--- config.mk ---
export PLATFORM = sky130hd
export DESIGN_NAME = dbp_port
export DESIGN_NICKNAME = d
export VERILOG_FILES = /design/src/dbp_pkg.sv /design/src/dbp_sync.sv /design/src/dbp_tap.sv /design/src/dbp_port.sv
export SDC_FILE = /design/constraint.sdc
export NUM_CORES = 1
export LEC_CHECK = 0
export BUFFER_PORTS_ARGS = -buffer_cell sky130_fd_sc_hd__buf_2
export CAP_MARGIN = 10
export CORE_AREA = 2 2 120 122
export DETAILED_ROUTE_END_ITERATION = 6
export DIE_AREA = 0 0 122 124
export GPL_ROUTABILITY_DRIVEN = 0
export PLACE_DENSITY = 0.72
export SLEW_MARGIN = 30
export SYNTH_ARGS = -nofsm -noshare
export SYNTH_HDL_FRONTEND = slang
export SYNTH_HIERARCHICAL = 1
export SYNTH_SLANG_ARGS = --single-unit
export TNS_END_PERCENT = 5
--- constraint.sdc ---
create_clock -name clk -period 2.65 [get_ports clk]
set_clock_uncertainty 0.15 [all_clocks]
set_input_delay 0.53 -clock clk [delete_from_list [all_inputs] [get_ports clk]]
set_output_delay 0.53 -clock clk [all_outputs]
set_load 0.05 [all_outputs]
--- src/dbp_pkg.sv ---
//------------------------------------------------------------------------------
// Purpose: Constants and types for the debug and boundary-scan port
// Assumes: One 20 MHz clock, test pins sampled as ordinary inputs
// Notes:   Shared by the synchroniser, the TAP controller and the top
//------------------------------------------------------------------------------

package dbp_pkg;

   //---------------------------------------------------------------------------
   // Sizes
   //---------------------------------------------------------------------------
   localparam int NUM_BP   = 4;
   localparam int NUM_WP   = 2;
   localparam int ADDR_W   = 32;
   localparam int BSR_LEN  = 8;
   localparam int IR_LEN   = 2;
   localparam int DR_LEN   = 32;
   localparam int SYNC_W   = 5;

   //---------------------------------------------------------------------------
   // Instruction codes
   //---------------------------------------------------------------------------
   localparam logic [IR_LEN-1:0] IR_EXTEST  = 2'h0;
   localparam logic [IR_LEN-1:0] IR_SAMPLE  = 2'h1;
   localparam logic [IR_LEN-1:0] IR_IDCODE  = 2'h2;
   localparam logic [IR_LEN-1:0] IR_BYPASS  = 2'h3;
   localparam logic [IR_LEN-1:0] IR_CAPTURE = 2'h1;
   localparam logic [IR_LEN-1:0] IR_RESET   = IR_IDCODE;

   // Arbitrary identification value
   localparam logic [DR_LEN-1:0] ID_CODE = 32'h0000_0001;

   //---------------------------------------------------------------------------
   // Reset values
   //---------------------------------------------------------------------------
   // Pins idle high through pull-ups
   localparam logic [SYNC_W-1:0] SYNC_RST   = 5'h1F;
   localparam logic [DR_LEN-1:0] DR_RST     = 32'h0000_0000;
   localparam logic [BSR_LEN-1:0] BSR_RST   = 8'h00;

   //---------------------------------------------------------------------------
   // TAP states
   //---------------------------------------------------------------------------
   typedef enum logic [3:0] {
      TLR, RTI, SEL_DR, CAP_DR, SH_DR, EX1_DR, PA_DR, EX2_DR, UP_DR,
      SEL_IR, CAP_IR, SH_IR, EX1_IR, PA_IR, EX2_IR, UP_IR
   } dbp_tap_t;

endpackage

--- src/dbp_sync.sv ---
//------------------------------------------------------------------------------
// Purpose: Three-stage input synchroniser with agreement filter
// Assumes: Inputs asynchronous to clk
// Notes:   Output follows once stages two and three agree
//------------------------------------------------------------------------------
`timescale 1ns/10ps

module dbp_sync
   import dbp_pkg::*;
#(
   parameter int               W   = 1,
   parameter logic [W-1:0]     RST = '1
) (
   // Clock and reset
   input  wire logic           clk,
   input  wire logic           nrst,
   // Data
   input  wire logic [W-1:0]   din,
   output      logic [W-1:0]   dout
);

   logic [W-1:0] stage1;
   logic [W-1:0] stage2;
   logic [W-1:0] stage3;

   always_ff @(posedge clk or negedge nrst) begin
      if (!nrst) begin
         stage1 <= RST;
         stage2 <= RST;
         stage3 <= RST;
      end else begin
         stage1 <= din;
         stage2 <= stage1;
         stage3 <= stage2;
      end
   end

   // Accept bits where stages agree
   always_ff @(posedge clk or negedge nrst) begin
      if (!nrst) begin
         dout <= RST;
      end else begin
         dout <= (stage2 & ~(stage2 ^ stage3)) | (dout & (stage2 ^ stage3));
      end
   end

endmodule // dbp_sync

--- src/dbp_tap.sv ---
//------------------------------------------------------------------------------
// Purpose: Test access port state machine
// Assumes: tckRise is a one-cycle enable at each rising test clock edge
// Notes:   Moves to Run-Test/Idle at each test clock rise while the reset pin is high; test reset and brownout force Test-Logic-Reset
//------------------------------------------------------------------------------
`timescale 1ns/10ps

module dbp_tap
   import dbp_pkg::*;
(
   // Clock and reset
   input  wire logic  clk,
   input  wire logic  nrst,
   // Test controls
   input  wire logic  tckRise,
   input  wire logic  tms,
   input  wire logic  trstN,
   input  wire logic  brownout,
   input  wire logic  resetPinHigh,
   // State
   output dbp_tap_t   tapState
);

   dbp_tap_t next_tapState;

   //---------------------------------------------------------------------------
   // Next state
   //---------------------------------------------------------------------------
   always_comb begin
      case (tapState)
         TLR:     next_tapState = tms ? TLR : RTI;
         RTI:     next_tapState = tms ? SEL_DR : RTI;
         SEL_DR:  next_tapState = tms ? SEL_IR : CAP_DR;
         CAP_DR:  next_tapState = tms ? EX1_DR : SH_DR;
         SH_DR:   next_tapState = tms ? EX1_DR : SH_DR;
         EX1_DR:  next_tapState = tms ? UP_DR : PA_DR;
         PA_DR:   next_tapState = tms ? EX2_DR : PA_DR;
         EX2_DR:  next_tapState = tms ? UP_DR : SH_DR;
         UP_DR:   next_tapState = tms ? SEL_DR : RTI;
         SEL_IR:  next_tapState = tms ? TLR : CAP_IR;
         CAP_IR:  next_tapState = tms ? EX1_IR : SH_IR;
         SH_IR:   next_tapState = tms ? EX1_IR : SH_IR;
         EX1_IR:  next_tapState = tms ? UP_IR : PA_IR;
         PA_IR:   next_tapState = tms ? EX2_IR : PA_IR;
         EX2_IR:  next_tapState = tms ? UP_IR : SH_IR;
         UP_IR:   next_tapState = tms ? SEL_DR : RTI;
         default: next_tapState = TLR;
      endcase
   end

   //---------------------------------------------------------------------------
   // State register
   //---------------------------------------------------------------------------
   always_ff @(posedge clk or negedge nrst) begin
      if (!nrst) begin
         tapState <= TLR;
      end else if (!trstN || brownout) begin
         tapState <= TLR;
      end else if (tckRise) begin
         if (resetPinHigh) begin
            tapState <= RTI;
         end else begin
            tapState <= next_tapState;
         end
      end
   end

endmodule // dbp_tap

--- src/dbp_port.sv ---
//------------------------------------------------------------------------------
// Purpose: Debug and boundary-scan port top
// Assumes: Test pins asynchronous; core-side signals on clk
// Notes:   JTAG reaches the boundary, identification and bypass registers only
//------------------------------------------------------------------------------
`timescale 1ns/10ps

module dbp_port
   import dbp_pkg::*;
(
   // Clock and reset
   input  wire logic                       clk,
   input  wire logic                       nrst,
   // External pins
   input  wire logic                       resetPinN,
   input  wire logic                       tckPin,
   input  wire logic                       tmsPin,
   input  wire logic                       tdiPin,
   input  wire logic                       trstPinN,
   output      logic                       tdoOut,
   output      logic                       tdoOe,
   // System status
   input  wire logic                       brownout,
   input  wire logic                       debugSession,
   input  wire logic                       cpuHalted,
   // Mode outputs
   output      logic                       jtagMode,
   output      logic                       swdEnable,
   output      logic                       systickStop,
   // Boundary cells
   input  wire logic [BSR_LEN-1:0]         bsrPinIn,
   output      logic [BSR_LEN-1:0]         bsrPinOut,
   output      logic                       bsrDrive,
   // Breakpoint and watchpoint setup
   input  wire logic [NUM_BP-1:0]          bpEnable,
   input  wire logic [NUM_BP*ADDR_W-1:0]   bpAddr,
   input  wire logic [NUM_WP-1:0]          wpEnable,
   input  wire logic [NUM_WP-1:0]          wpHaltEn,
   input  wire logic [NUM_WP*ADDR_W-1:0]   wpAddr,
   // Core bus observation
   input  wire logic                       fetchValid,
   input  wire logic [ADDR_W-1:0]          fetchAddr,
   input  wire logic                       dataValid,
   input  wire logic [ADDR_W-1:0]          dataAddr,
   // Debug events
   output      logic [NUM_BP-1:0]          bpHit,
   output      logic [NUM_WP-1:0]          wpTrigger,
   output      logic                       haltReq
);

   //---------------------------------------------------------------------------
   // Address compare
   //---------------------------------------------------------------------------
   function automatic logic addrMatch(
      input logic              en,
      input logic              valid,
      input logic [ADDR_W-1:0] addr,
      input logic [ADDR_W-1:0] ref_addr
   );
      addrMatch = en && valid && (addr[ADDR_W-1:1] == ref_addr[ADDR_W-1:1]);
   endfunction

   //---------------------------------------------------------------------------
   // Declarations
   //---------------------------------------------------------------------------
   logic [SYNC_W-1:0]  pinRaw;
   logic [SYNC_W-1:0]  pinSync;
   logic               resetHigh;
   logic               tck;
   logic               tms;
   logic               tdi;
   logic               trstN;
   logic               tckPrev;
   logic               tckRise;
   logic               tckFall;
   logic               swdLock;
   dbp_tap_t           tapState;
   logic [IR_LEN-1:0]  irShift;
   logic [IR_LEN-1:0]  irActive;
   logic [DR_LEN-1:0]  drShift;
   logic               bsrSel;
   logic [NUM_BP-1:0]  next_bpHit;
   logic [NUM_WP-1:0]  next_wpHit;

   //---------------------------------------------------------------------------
   // Pin synchronisers
   //---------------------------------------------------------------------------
   assign pinRaw = {resetPinN, tckPin, tmsPin, tdiPin, trstPinN};

   dbp_sync #(
      .W   (SYNC_W),
      .RST (SYNC_RST)
   ) u_sync (
      .clk  (clk),
      .nrst (nrst),
      .din  (pinRaw),
      .dout (pinSync)
   );

   assign resetHigh = pinSync[4];
   assign tck       = pinSync[3];
   assign tms       = pinSync[2];
   assign tdi       = pinSync[1];
   assign trstN     = pinSync[0];

   //---------------------------------------------------------------------------
   // Test clock edges
   //---------------------------------------------------------------------------
   always_ff @(posedge clk or negedge nrst) begin
      if (!nrst) begin
         tckPrev <= 1'b1;
      end else begin
         tckPrev <= tck;
      end
   end

   assign tckRise = tck && !tckPrev;
   assign tckFall = !tck && tckPrev;

   //---------------------------------------------------------------------------
   // Mode selection
   //---------------------------------------------------------------------------
   always_ff @(posedge clk or negedge nrst) begin
      if (!nrst) begin
         jtagMode <= 1'b0;
      end else begin
         jtagMode <= !resetHigh;
      end
   end

   // Serial wire debug held off after boundary scan until test reset
   always_ff @(posedge clk or negedge nrst) begin
      if (!nrst) begin
         swdLock <= 1'b0;
      end else if (!trstN) begin
         swdLock <= 1'b0;
      end else if (!resetHigh) begin
         swdLock <= 1'b1;
      end
   end

   always_ff @(posedge clk or negedge nrst) begin
      if (!nrst) begin
         swdEnable <= 1'b0;
      end else begin
         swdEnable <= resetHigh && !swdLock;
      end
   end

   //---------------------------------------------------------------------------
   // TAP controller
   //---------------------------------------------------------------------------
   dbp_tap u_tap (
      .clk          (clk),
      .nrst         (nrst),
      .tckRise      (tckRise),
      .tms          (tms),
      .trstN        (trstN),
      .brownout     (brownout),
      .resetPinHigh (resetHigh),
      .tapState     (tapState)
   );

   //---------------------------------------------------------------------------
   // Instruction register
   //---------------------------------------------------------------------------
   always_ff @(posedge clk or negedge nrst) begin
      if (!nrst) begin
         irShift <= IR_CAPTURE;
      end else if (tckRise && jtagMode) begin
         case (tapState)
            CAP_IR:  irShift <= IR_CAPTURE;
            SH_IR:   irShift <= {tdi, irShift[IR_LEN-1:1]};
            default: irShift <= irShift;
         endcase
      end
   end

   always_ff @(posedge clk or negedge nrst) begin
      if (!nrst) begin
         irActive <= IR_RESET;
      end else if (tapState == TLR) begin
         irActive <= IR_RESET;
      end else if (tckRise && jtagMode && tapState == UP_IR) begin
         irActive <= irShift;
      end
   end

   assign bsrSel = (irActive == IR_EXTEST) || (irActive == IR_SAMPLE);

   //---------------------------------------------------------------------------
   // Data registers: boundary, identification, bypass
   //---------------------------------------------------------------------------
   always_ff @(posedge clk or negedge nrst) begin
      if (!nrst) begin
         drShift <= DR_RST;
      end else if (tckRise && jtagMode) begin
         case (tapState)
            CAP_DR: begin
               if (irActive == IR_IDCODE) begin
                  drShift <= ID_CODE;
               end else if (bsrSel) begin
                  drShift <= {{(DR_LEN-BSR_LEN){1'b0}}, bsrPinIn};
               end else begin
                  drShift <= DR_RST;
               end
            end
            SH_DR: begin
               if (irActive == IR_IDCODE) begin
                  drShift <= {tdi, drShift[DR_LEN-1:1]};
               end else if (bsrSel) begin
                  drShift <= {{(DR_LEN-BSR_LEN){1'b0}}, tdi,
                              drShift[BSR_LEN-1:1]};
               end else begin
                  drShift <= {{(DR_LEN-1){1'b0}}, tdi};
               end
            end
            default: drShift <= drShift;
         endcase
      end
   end

   // Boundary update latch
   always_ff @(posedge clk or negedge nrst) begin
      if (!nrst) begin
         bsrPinOut <= BSR_RST;
      end else if (tapState == TLR) begin
         bsrPinOut <= BSR_RST;
      end else if (tckRise && jtagMode && tapState == UP_DR && bsrSel) begin
         bsrPinOut <= drShift[BSR_LEN-1:0];
      end
   end

   always_ff @(posedge clk or negedge nrst) begin
      if (!nrst) begin
         bsrDrive <= 1'b0;
      end else begin
         bsrDrive <= jtagMode && (irActive == IR_EXTEST) && (tapState != TLR);
      end
   end

   //---------------------------------------------------------------------------
   // Test data output, falling edge
   //---------------------------------------------------------------------------
   always_ff @(posedge clk or negedge nrst) begin
      if (!nrst) begin
         tdoOut <= 1'b0;
         tdoOe  <= 1'b0;
      end else if (!jtagMode) begin
         tdoOe  <= 1'b0;
      end else if (tckFall) begin
         tdoOut <= (tapState == SH_IR) ? irShift[0] : drShift[0];
         tdoOe  <= (tapState == SH_IR) || (tapState == SH_DR);
      end
   end

   //---------------------------------------------------------------------------
   // Breakpoints and watchpoints
   //---------------------------------------------------------------------------
   genvar gi;
   generate
      for (gi = 0; gi < NUM_BP; gi++) begin : g_bp
         assign next_bpHit[gi] = addrMatch(bpEnable[gi], fetchValid, fetchAddr,
                                           bpAddr[gi*ADDR_W +: ADDR_W]);
      end
      for (gi = 0; gi < NUM_WP; gi++) begin : g_wp
         assign next_wpHit[gi] = addrMatch(wpEnable[gi], dataValid, dataAddr,
                                           wpAddr[gi*ADDR_W +: ADDR_W]);
      end
   endgenerate

   // Debug events only through serial wire debug
   always_ff @(posedge clk or negedge nrst) begin
      if (!nrst) begin
         bpHit     <= '0;
         wpTrigger <= '0;
      end else begin
         bpHit     <= next_bpHit & {NUM_BP{swdEnable}};
         wpTrigger <= next_wpHit & {NUM_WP{swdEnable}};
      end
   end

   always_ff @(posedge clk or negedge nrst) begin
      if (!nrst) begin
         haltReq <= 1'b0;
      end else begin
         haltReq <= swdEnable && ((|next_bpHit) || (|(next_wpHit & wpHaltEn)));
      end
   end

   //---------------------------------------------------------------------------
   // System tick halt
   //---------------------------------------------------------------------------
   always_ff @(posedge clk or negedge nrst) begin
      if (!nrst) begin
         systickStop <= 1'b0;
      end else begin
         systickStop <= debugSession && cpuHalted;
      end
   end

endmodule // dbp_port

* Word level (Yosys, flattened, before mapping) *
Cells that the tools add are included.

cells by class
  add/subtract/negate cells = 0
  $mul = 0
  div/mod/pow operators = 0
  order comparisons = 0
  equality and inequality tests = 25
  shift operators = 0
  muxes and demuxes = 31
  bitwise operators = 8
  reductions and logical operators = 48

operators by type and width
  operator                                              count
  equality test 31 bit                                  6
  two-way mux 32 bit                                    2
  case mux 32 bit (2 select lines)                      1
  case mux 4 bit (12 select lines)                      1
  equality test 4 bit (second input constant)           8
  two-way mux 8 bit                                     4
  two-way mux 4 bit                                     7
  logical AND 1 bit                                     23
  equality test 4 x 3 -> 1 bit (second input constant)  4
  bitwise AND 5 bit                                     2
  two-way mux 2 bit                                     5
  nonzero test 2 bit                                    5
  equality test 4 x 2 -> 1 bit (second input constant)  2
  two-way mux 1 bit                                     8
  two-way mux 3 bit                                     2
  AND reduction 2 bit                                   3
  OR reduction 2 bit                                    3
  logical NOT 1 bit                                     5
  inverter 5 bit                                        1
  bitwise OR 5 bit                                      1
  bitwise XOR 5 bit                                     1
  bitwise AND 2 bit                                     2
  bitwise AND 4 bit                                     1
  equality test 4 x 1 -> 1 bit (second input constant)  1
  other kinds (11)                                      14

storage, ports and cells
  bits in registers = 83
  bits in latches = 0
  memory bits (writable) = 0
  memory bits (read-only) = 0
  input port bits = 284
  output and inout bits = 21
  word-level logic and storage cells = 132
  memories = 0

* Logic depth before layout (Yosys ltp) *
Gate-level depths: netlist of run 1.

  depth after elaboration = 7
  gate-level depth with buffers = 8

* Cells and area by module *
Netlist of run 1, hierarchy kept.

by module, submodules not included
  module    times used  cells an instance  area each (sq um)  seq. area each (sq um)
  dbp_port  1           474                4,460.5            1,480.2
  dbp_sync  1           25                 581.8              525.5
  dbp_tap   1           49                 371.6              100.1

* Worst setup path after synthesis of run 1 *
No wires, ideal clock.

  path type = register to register
  from = register with a tool-made name
  to = register bsrPinOut[5]
  setup time = 128 ps
  data arrival time = 1,758 ps
  slack = 614 ps
  cell stages (with the launch flop) = 6
  period minus slack after synthesis = 2,036 ps
  cells stage by stage = dfstp_2 -> nor2b_1 -> nand4b_1 -> nor4_1 -> buf_2 -> o21ai_0

RTL lines
  element                 line             text
  end signal: assignment  dbp_port.sv:230  bsrPinOut <= drShift[BSR_LEN-1:0];
  end: declaration        dbp_port.sv:32   output logic [BSR_LEN-1:0] bsrPinOut,

* Worst setup path after layout of run 1 *
  from = input port dataAddr[12]
  to = register haltReq

between the ends
  cells in the longest elaborated chain, start to end = 6
  elaborated cells between the ends (all ways) = 8
  those cells by class = eq/ne (2); bitwise (1); reduce/logical (5)

ends and longest elaborated chain
  element                 line             text
  start: declaration      dbp_port.sv:44   input wire logic [ADDR_W-1:0] dataAddr,
  equality test 31 bit    dbp_port.sv:60   addrMatch = en && valid && (addr[ADDR_W-1:1] == ref_addr[ADDR_W-1:1]);
  logical AND 1 bit       dbp_port.sv:60
  bitwise AND 2 bit (*)   dbp_port.sv:287  haltReq <= swdEnable && ((|next_bpHit) || (|(next_wpHit & wpHaltEn)));
  OR reduction 2 bit (*)  dbp_port.sv:287
  logical OR 1 bit (*)    dbp_port.sv:287
  logical AND 1 bit (*)   dbp_port.sv:287
  end signal: assignment  dbp_port.sv:287
  end: declaration        dbp_port.sv:48   output logic haltReq

Every way passes the cells marked *; elsewhere a longest branch is shown, timed or not.
A chain may end at the register's enable or synchronous reset.

==> flow_summary.yaml, run 1 <==
worst_setup_path:
  worstPathArrival_ns: 2.29
  crit_path_end_kind: "register"
  slowest_delay_ns: 0.48
  crit_path_max_fanout: 2
  slowest_stage: "nor4_1"
  crit_chain: "buf_2 > xnor2_1 > nand4_1 > or4_1 > nor4_1 > a22oi_1 > a21boi_1"
  cp.required_ns: 2.76
  startpoint_type: "primary input"
  crit_type: "primary input to register"
drt:
  routed_wl_microns: 18000
  ant_nets: 0
  highest_layer: "met4"
  vias_per_cell: 5.09
  routed-wl-met2_microns: 8480
  wire_per_inst_microns: 17.3
  route.met3.wl_microns: 1710
  num_vias: 5282
  met1_length_microns: 7080
  drt_iter0_drc: 498
  route.detailed.drc: 0
  firstDrtPassIters: 5
timing:
  fin_setup_tns_ns: 0
  finalCritPeriodShare: 0.822
  finalCriticalPeriod_ns: 2.18
  rsz0062_at_grt: "false"
  setup_viol: 0
  relSlewSlack: 0.626
  tightest_slew_ns: 0.560
  fmaxAchievable_ghz: 0.459
  maxSlewViolCount: 0
  setup_ws_ns: 0.471
  hold_viol: 0
clock_network:
  insertion_delay_ns: 0.34
  root_buffer: "clkbuf_16"
  htree_levels: 3
  cts_tree: "built"
  cts_buffers: 9
  post_cts_resized: 0
  clkSlewWorstSetupHoldPaths_ns: 0.07
  max-clock-path-buffers: 2
  cts_setup_buffers: 0
  cts.sinks: 83
  ctsHoldBuffers: 0
yosys:
  synth_edf_count: 0
  syn-num-nets: 832
  synth_cells: 548
  ys_types: 45
  synth_warnings: 6
  synth_area_leader_cell: "dfrtp_1"
  ys_seq_elements: 83
  synth_top_area_share: 0.277
  synth.avg_cell_area_sq_um: 9.88
  async_flop_share: 1.00
  synth_area_leaders: "dfrtp_1 (28%), xor2_1 (17%), xnor2_1 (13%)"
  yosysSeqAreaShare: 0.389
  synthFlopType: "dfrtp_1"
  syn_area_sq_mm: 0.00541
grt:
  grt_pass1_wl_microns: 26800
  antenna_found_initial: 3
  grt_use_total: 0.235
  grt_remaining_overflow: 0
  grt_pass1_vias: 5126
  grt_max_degree: 46
floorplan:
  rows: 43
  fp.coreArea_sq_mm: 0.0137
  start_util: 0.395
  die_y_microns: 124
  io_pins: 305
  die-area_sq_mm: 0.0151
  die_x_microns: 122
placed_design:
  io_buffers: 296
  dpl.hpwl_microns: 15300
  post_dp_cell_area_sq_mm: 0.00714
  pre_cts_slack_ns: 0.208
layout:
  final_area_sq_mm: 0.00744
  layout.nets: 1134
  syn2layout_area_growth_pct: 37.4
  utilization: 0.542
  drive_gt1_frac: 0.422
power:
  vdd_ir_drop_max_uv: 365
  powerDensity_mw_per_mm2: 438
  power_w: 0.00326
  p_leak_nw: 3.51
run:
  maxCapViolCount: 0
hold_path:
  hp-class: "primary input to asynchronous set/reset pin"
status:
  status: "finished, final reports clean"
## worst paths after layout
| check | from | endpoint | slack [ns] | cells past startpoint |
|---|---|---|---|---|
| min | nrst | swdEnable | 0.04 | 1 |
| min reg2reg | u_sync/stage1[0] | u_sync/stage2[0] | 0.20 | 0 |
| max | dataAddr[12] | haltReq | 0.47 | 7 |
| max reg2reg | u_tap/tapState[0] | drShift[0] | 0.54 | 7 |
| max in group asynchronous | nrst | asynchronous set/reset pin | 1.65 | 2 |
| min in group clk | tdiPin | u_sync/stage1[1] | 0.13 | 1 |
## cells in the mapped netlist (2+ instances only)
master,count
a21oi_1,15
nand2_1,56
nor2b_1,8
xor2_1,108
or4_1,6
dfstp_2,23
clkbuf_1,5
nand3_1,6
o2bb2ai_1,2
mux2i_1,4
nor4_1,28
and3_1,2
and2_1,7
a22o_1,24
nand4b_1,2
xnor2_1,78
buf_6,4
inv_1,5
nor3_1,3
dfrtp_1,60
maj3_2,5
nor2_1,8
a31oi_1,7
nand2b_1,3
nor4_2,4
o21ai_1,3
o21ai_0,23
nand4_1,24
buf_2,9
## metrics by stage
stage | std cells | hold WS, ns
after floorplan | 548 | 0.0844
after global placement | 1019 | 0.196
after detailed placement | 1019 | 0.197
after CTS | 1035 | 0.0487
after global routing | 1037 | 0.0719
final | 1038 | 0.0352
## cell families (layout without fill, tap and decap cells)
logic type,after synthesis,after routing,share of synthesized area
multiplexers,4,4,0.00740
other,0,3,0
buffers and inverters,23,330,0.0236
XOR/XNOR,186,186,0.301
adder cells (fa/ha/maj),5,5,0.0104
AO/OA/AOI/OAI,83,83,0.101
AND/OR/NAND/NOR,164,164,0.167
flip-flops,83,83,0.389
## worst max-delay path: cells and delay by family
kind	cells	cell delay (ns)
and+or+nand+nor	3	1.09
buffers and inverters	1	0.12
xor gates and xnor gates	1	0.15
AOI/OAI and AO/OA	2	0.39
## registers in the layout (all words and copies together) (netlist names), named ones only
name and cells:
bpHit 4, bsrDrive 1, bsrPinOut 8, drShift 32, haltReq 1, irActive 2
irShift 2, jtagMode 1, swdEnable 1, swdLock 1, systickStop 1, tckPrev 1
tdoOe 1, tdoOut 1, u_sync/stage1 5, u_sync/stage2 5, u_sync/stage3 5, u_tap/tapState 4
wpTrigger 2
## per-layer routing
layer  vias to the layer above  GRT usage
met5                         -          0
met4                         0      0.108
met3                        42     0.0618
met2                       288      0.394
met1                      2413      0.284
li1                       2539          -
## area by class of cell
type                       count  area [sq um]
sequential                    83          2110
clock buffer                   9           225
inverter                       5          18.8
timing repair buffer         309          1610
antenna                        3          7.51
fill                        1251          6280
clock inverter                 7          67.6
multi-input combinational    442          3180
tap                          180           225
## power breakdown
| group | internal (W) | switching [W] |
|---|---|---|
| clock | 0.000665 | 0.000560 |
| combinational | 0.000335 | 0.000355 |
| sequential | 0.00131 | 0.0000274 |
| total | 0.00231 | 0.000943 |
## cell usage in the layout (no fill, tap or decap), types with 3 or more instances in the layout
cell | netlist | layout
dfstp_2 | 23 | 23
nand4_1 | 24 | 24
buf_4 | 0 | 12
nor4_1 | 28 | 28
a22o_1 | 24 | 24
xnor2_1 | 78 | 78
o21ai_1 | 3 | 3
nor2b_1 | 8 | 8
inv_1 | 5 | 5
o21ai_0 | 23 | 23
diode_2 | 0 | 3
a21oi_1 | 15 | 15
mux2i_1 | 4 | 4
inv_8 | 0 | 3
nor2_1 | 8 | 8
buf_2 | 9 | 295
a31oi_1 | 7 | 7
and2_1 | 7 | 7
clkbuf_16 | 0 | 9
nand2b_1 | 3 | 3
nor4_2 | 4 | 4
nand3_1 | 6 | 6
maj3_2 | 5 | 5
nand2_1 | 56 | 56
xor2_1 | 108 | 108
inv_6 | 0 | 3
or4_1 | 6 | 6
nor3_1 | 3 | 3
dfrtp_1 | 60 | 60
No activity file was read; power rests on OpenSTA's default activity.
==> inputs of run 2 (changes only) <==
Settings changed: CORE_AREA 2 2 120 122 to 2 2 136 105, DIE_AREA 0 0 122 124 to 0 0 138 107, PLACE_DENSITY 0.72 to 0.77.
Clock period 2.65 ns to 1.95 ns, I/O delays scaled along.
==> run 2 against run 1 <==
  * Combinational power rose by 49%
  * First-iteration DRC count shrank 37%
  * Die area is 2.4% lower
  * Non-clock buffer count is 49 higher
  * Sequential share of layout area down 1.8 points
  * Total power is 45% higher
  * Clock power is 53% higher
==> flow_summary.yaml, run 2 (synthesis results as in run 1) <==
layout:
  syn2layout_area_growth_pct: 46.7
  fill_cells: 1163
  multiInputGateArea_sq_mm: 0.00328
  drive_gt1_frac: 0.460
  regMostFlops: "drShift"
  utilization: 0.591
  final_cell_mix: "buf_2 (295), xor2_1 (108), xnor2_1 (78)"
  layout.nets: 1183
  top_regs: "drShift: 32 flops, bsrPinOut: 8 flops"
  final_area_sq_mm: 0.00794
  largest_reg_flops: 32
  register_area_sq_mm: 0.00211
  mostFrequentLayoutCell: "buf_2"
clock_network:
  cts_tree: "built"
  clkSlewWorstSetupHoldPaths_ns: 0.06
  cts_buffers: 9
  htree_levels: 3
  cts.sinks: 83
  root_buffer: "clkbuf_16"
  insertion_delay_ns: 0.34
  max-clock-path-buffers: 2
worst_setup_path:
  crit_path_end_kind: "register"
  slowest_stage: "or4_1"
  cp.required_ns: 2.05
  cpLargestDelayFamily: "simple AND/OR/NAND/NOR gates"
  crit_type: "primary input to register"
  r2r_cells: 6
  r2r-end: "drShift[20]"
  rrSetupSlack_ns: 0.10
  crit_path_max_fanout: 3
  crit_chain: "buf_2 > xnor2_1 > nand3_1 > or4_1 > nor4_4 > nor4_1 > a21boi_1"
  crit_buf_inv: 1
  worstPathArrival_ns: 1.96
  slowest_delay_ns: 0.54
  startpoint_type: "primary input"
floorplan:
  rows: 37
  io_pins: 305
  die-area_sq_mm: 0.0148
  die_x_microns: 138
  start_util: 0.403
  die_y_microns: 107
  fp.coreArea_sq_mm: 0.0134
power:
  power_w: 0.00472
  pwr-share-comb: 0.218
  vdd_ir_drop_max_uv: 607
  swShare: 0.269
  cellInternalPower_w: 0.00345
  pwr-share-seq: 0.386
  powerDensity_mw_per_mm2: 594
  p_clk_frac: 0.396
  p_sw_w: 0.00127
  p_leak_nw: 3.84
grt:
  grt_remaining_overflow: 0
  grt_max_degree: 34
  antenna_found_initial: 1
  grt_pass1_wl_microns: 31000
  grt_pass1_vias: 5642
  grt_use_total: 0.278
timing:
  maxSlewViolCount: 0
  setup_viol: 0
  relSlewSlack: 0.706
  finalCriticalPeriod_ns: 1.86
  whs_ns: 0.0104
  fmaxAchievable_ghz: 0.538
  tightest_slew_ns: 0.437
  fin_setup_tns_ns: 0
  hold_viol: 0
  rsz0062_at_grt: "true"
  finalCritPeriodShare: 0.954
hold_path:
  worstHoldPathCells: 1
  min_from: "trstPinN"
  hp-class: "primary input to register"
  min_delay_worst_endpoint: "u_sync/stage1[0]"
drt:
  firstDrtPassIters: 5
  drt_iter0_drc: 314
  ant_nets: 0
  routed_wl_microns: 20900
  wire_per_inst_microns: 19.3
  vias_per_cell: 5.11
  num_vias: 5521
  route.detailed.drc: 0
run:
  maxCapViolCount: 0
status:
  status: "finished, final reports clean"
placed_design:
  dpl.hpwl_microns: 17800
  post_dp_cell_area_sq_mm: 0.00747
  io_buffers: 296
==> run 2: cell types whose count changed in the layout (fill, tap and decap cells not counted), moves of 2 or more <==
| cell | delta |
|---|---|
| diode_2 | -2 |
| clkinv_4 | +2 |
| buf_4 | +44 |
| nor4_2 | +3 |
| bufinv_16 | +2 |
| nor4_4 | +4 |
| nor4_1 | -7 |
| dlygate4sd3_1 | +5 |
| inv_8 | -2 |
==> run 2: timing repair <==
| item | in CTS | in global routing |
|---|---|---|
| cloned | 0 | 0 |
| resized for setup | 8 | 6 |
| setup endpoints to repair | 24 | 30 |
| hold endpoints to repair | 17 | 1 |
| hold buffers | 4 | 1 |
| pin swaps | 1 | 3 |
| buffers inserted | 0 | 0 |
==> run 2: power groups by stage <==
stage | clock network (W) | logic [W] | registers (W)
after floorplan | 0 | 0.000376 | 0.00187
after CTS | 0.00188 | 0.00102 | 0.00182
final | 0.00187 | 0.00103 | 0.00182
after detailed placement | 0 | 0.000999 | 0.00185
after global routing | 0.00197 | 0.00111 | 0.00182
after global placement | 0 | 0.000984 | 0.00185
==> run 2: worst max-delay path by stage <==
stage / from / end / slack (ns) / cells past startpoint
floorplan: register / drShift[30] / -0.07 / 6
global placement: fetchAddr[19] / haltReq / -0.41 / 8
detailed placement: fetchAddr[30] / haltReq / -0.44 / 8
CTS: fetchAddr[21] / haltReq / 0.01 / 8
global route: fetchAddr[18] / haltReq / -0.002 / 7
finish: fetchAddr[21] / haltReq / 0.09 / 7
==> run 2: worst reg2reg max path, stage by stage (launching register included) <==
cell and delay, ns:
dfstp_2 0.53, nor2b_2 0.17, nand2_1 0.09, or3_4 0.37
nor2_4 0.12, buf_4 0.19, a22o_1 0.16
==> run 2: layer usage <==
layer	share of wire	vias to the layer above	wire length (microns)	global-route usage
met5	0	-	0	0
met3	0.049	44	1030	0.0411
met1	0.39	2619	8060	0.316
li1	-	2622	-	-
met4	0.028	0	592	0.0882
met2	0.54	236	11200	0.539
==> run 2: stage by stage <==
step                std cells  setup WS (ns)
floorplan                 548        -0.0662
global placement         1058         -0.406
detailed placement       1058         -0.436
CTS                      1078         0.0146
global route             1079       -0.00206
finish                   1080         0.0905
==> run 2: area by class of cell <==
type                    count  area share
diodes                      1    0.000315
well taps                 175      0.0276
repair buffers            358       0.250
flip-flops and latches     83       0.265
clock buffers               9      0.0284
multi-input cells         442       0.413
clock inverters             7      0.0134
inverters                   5     0.00236
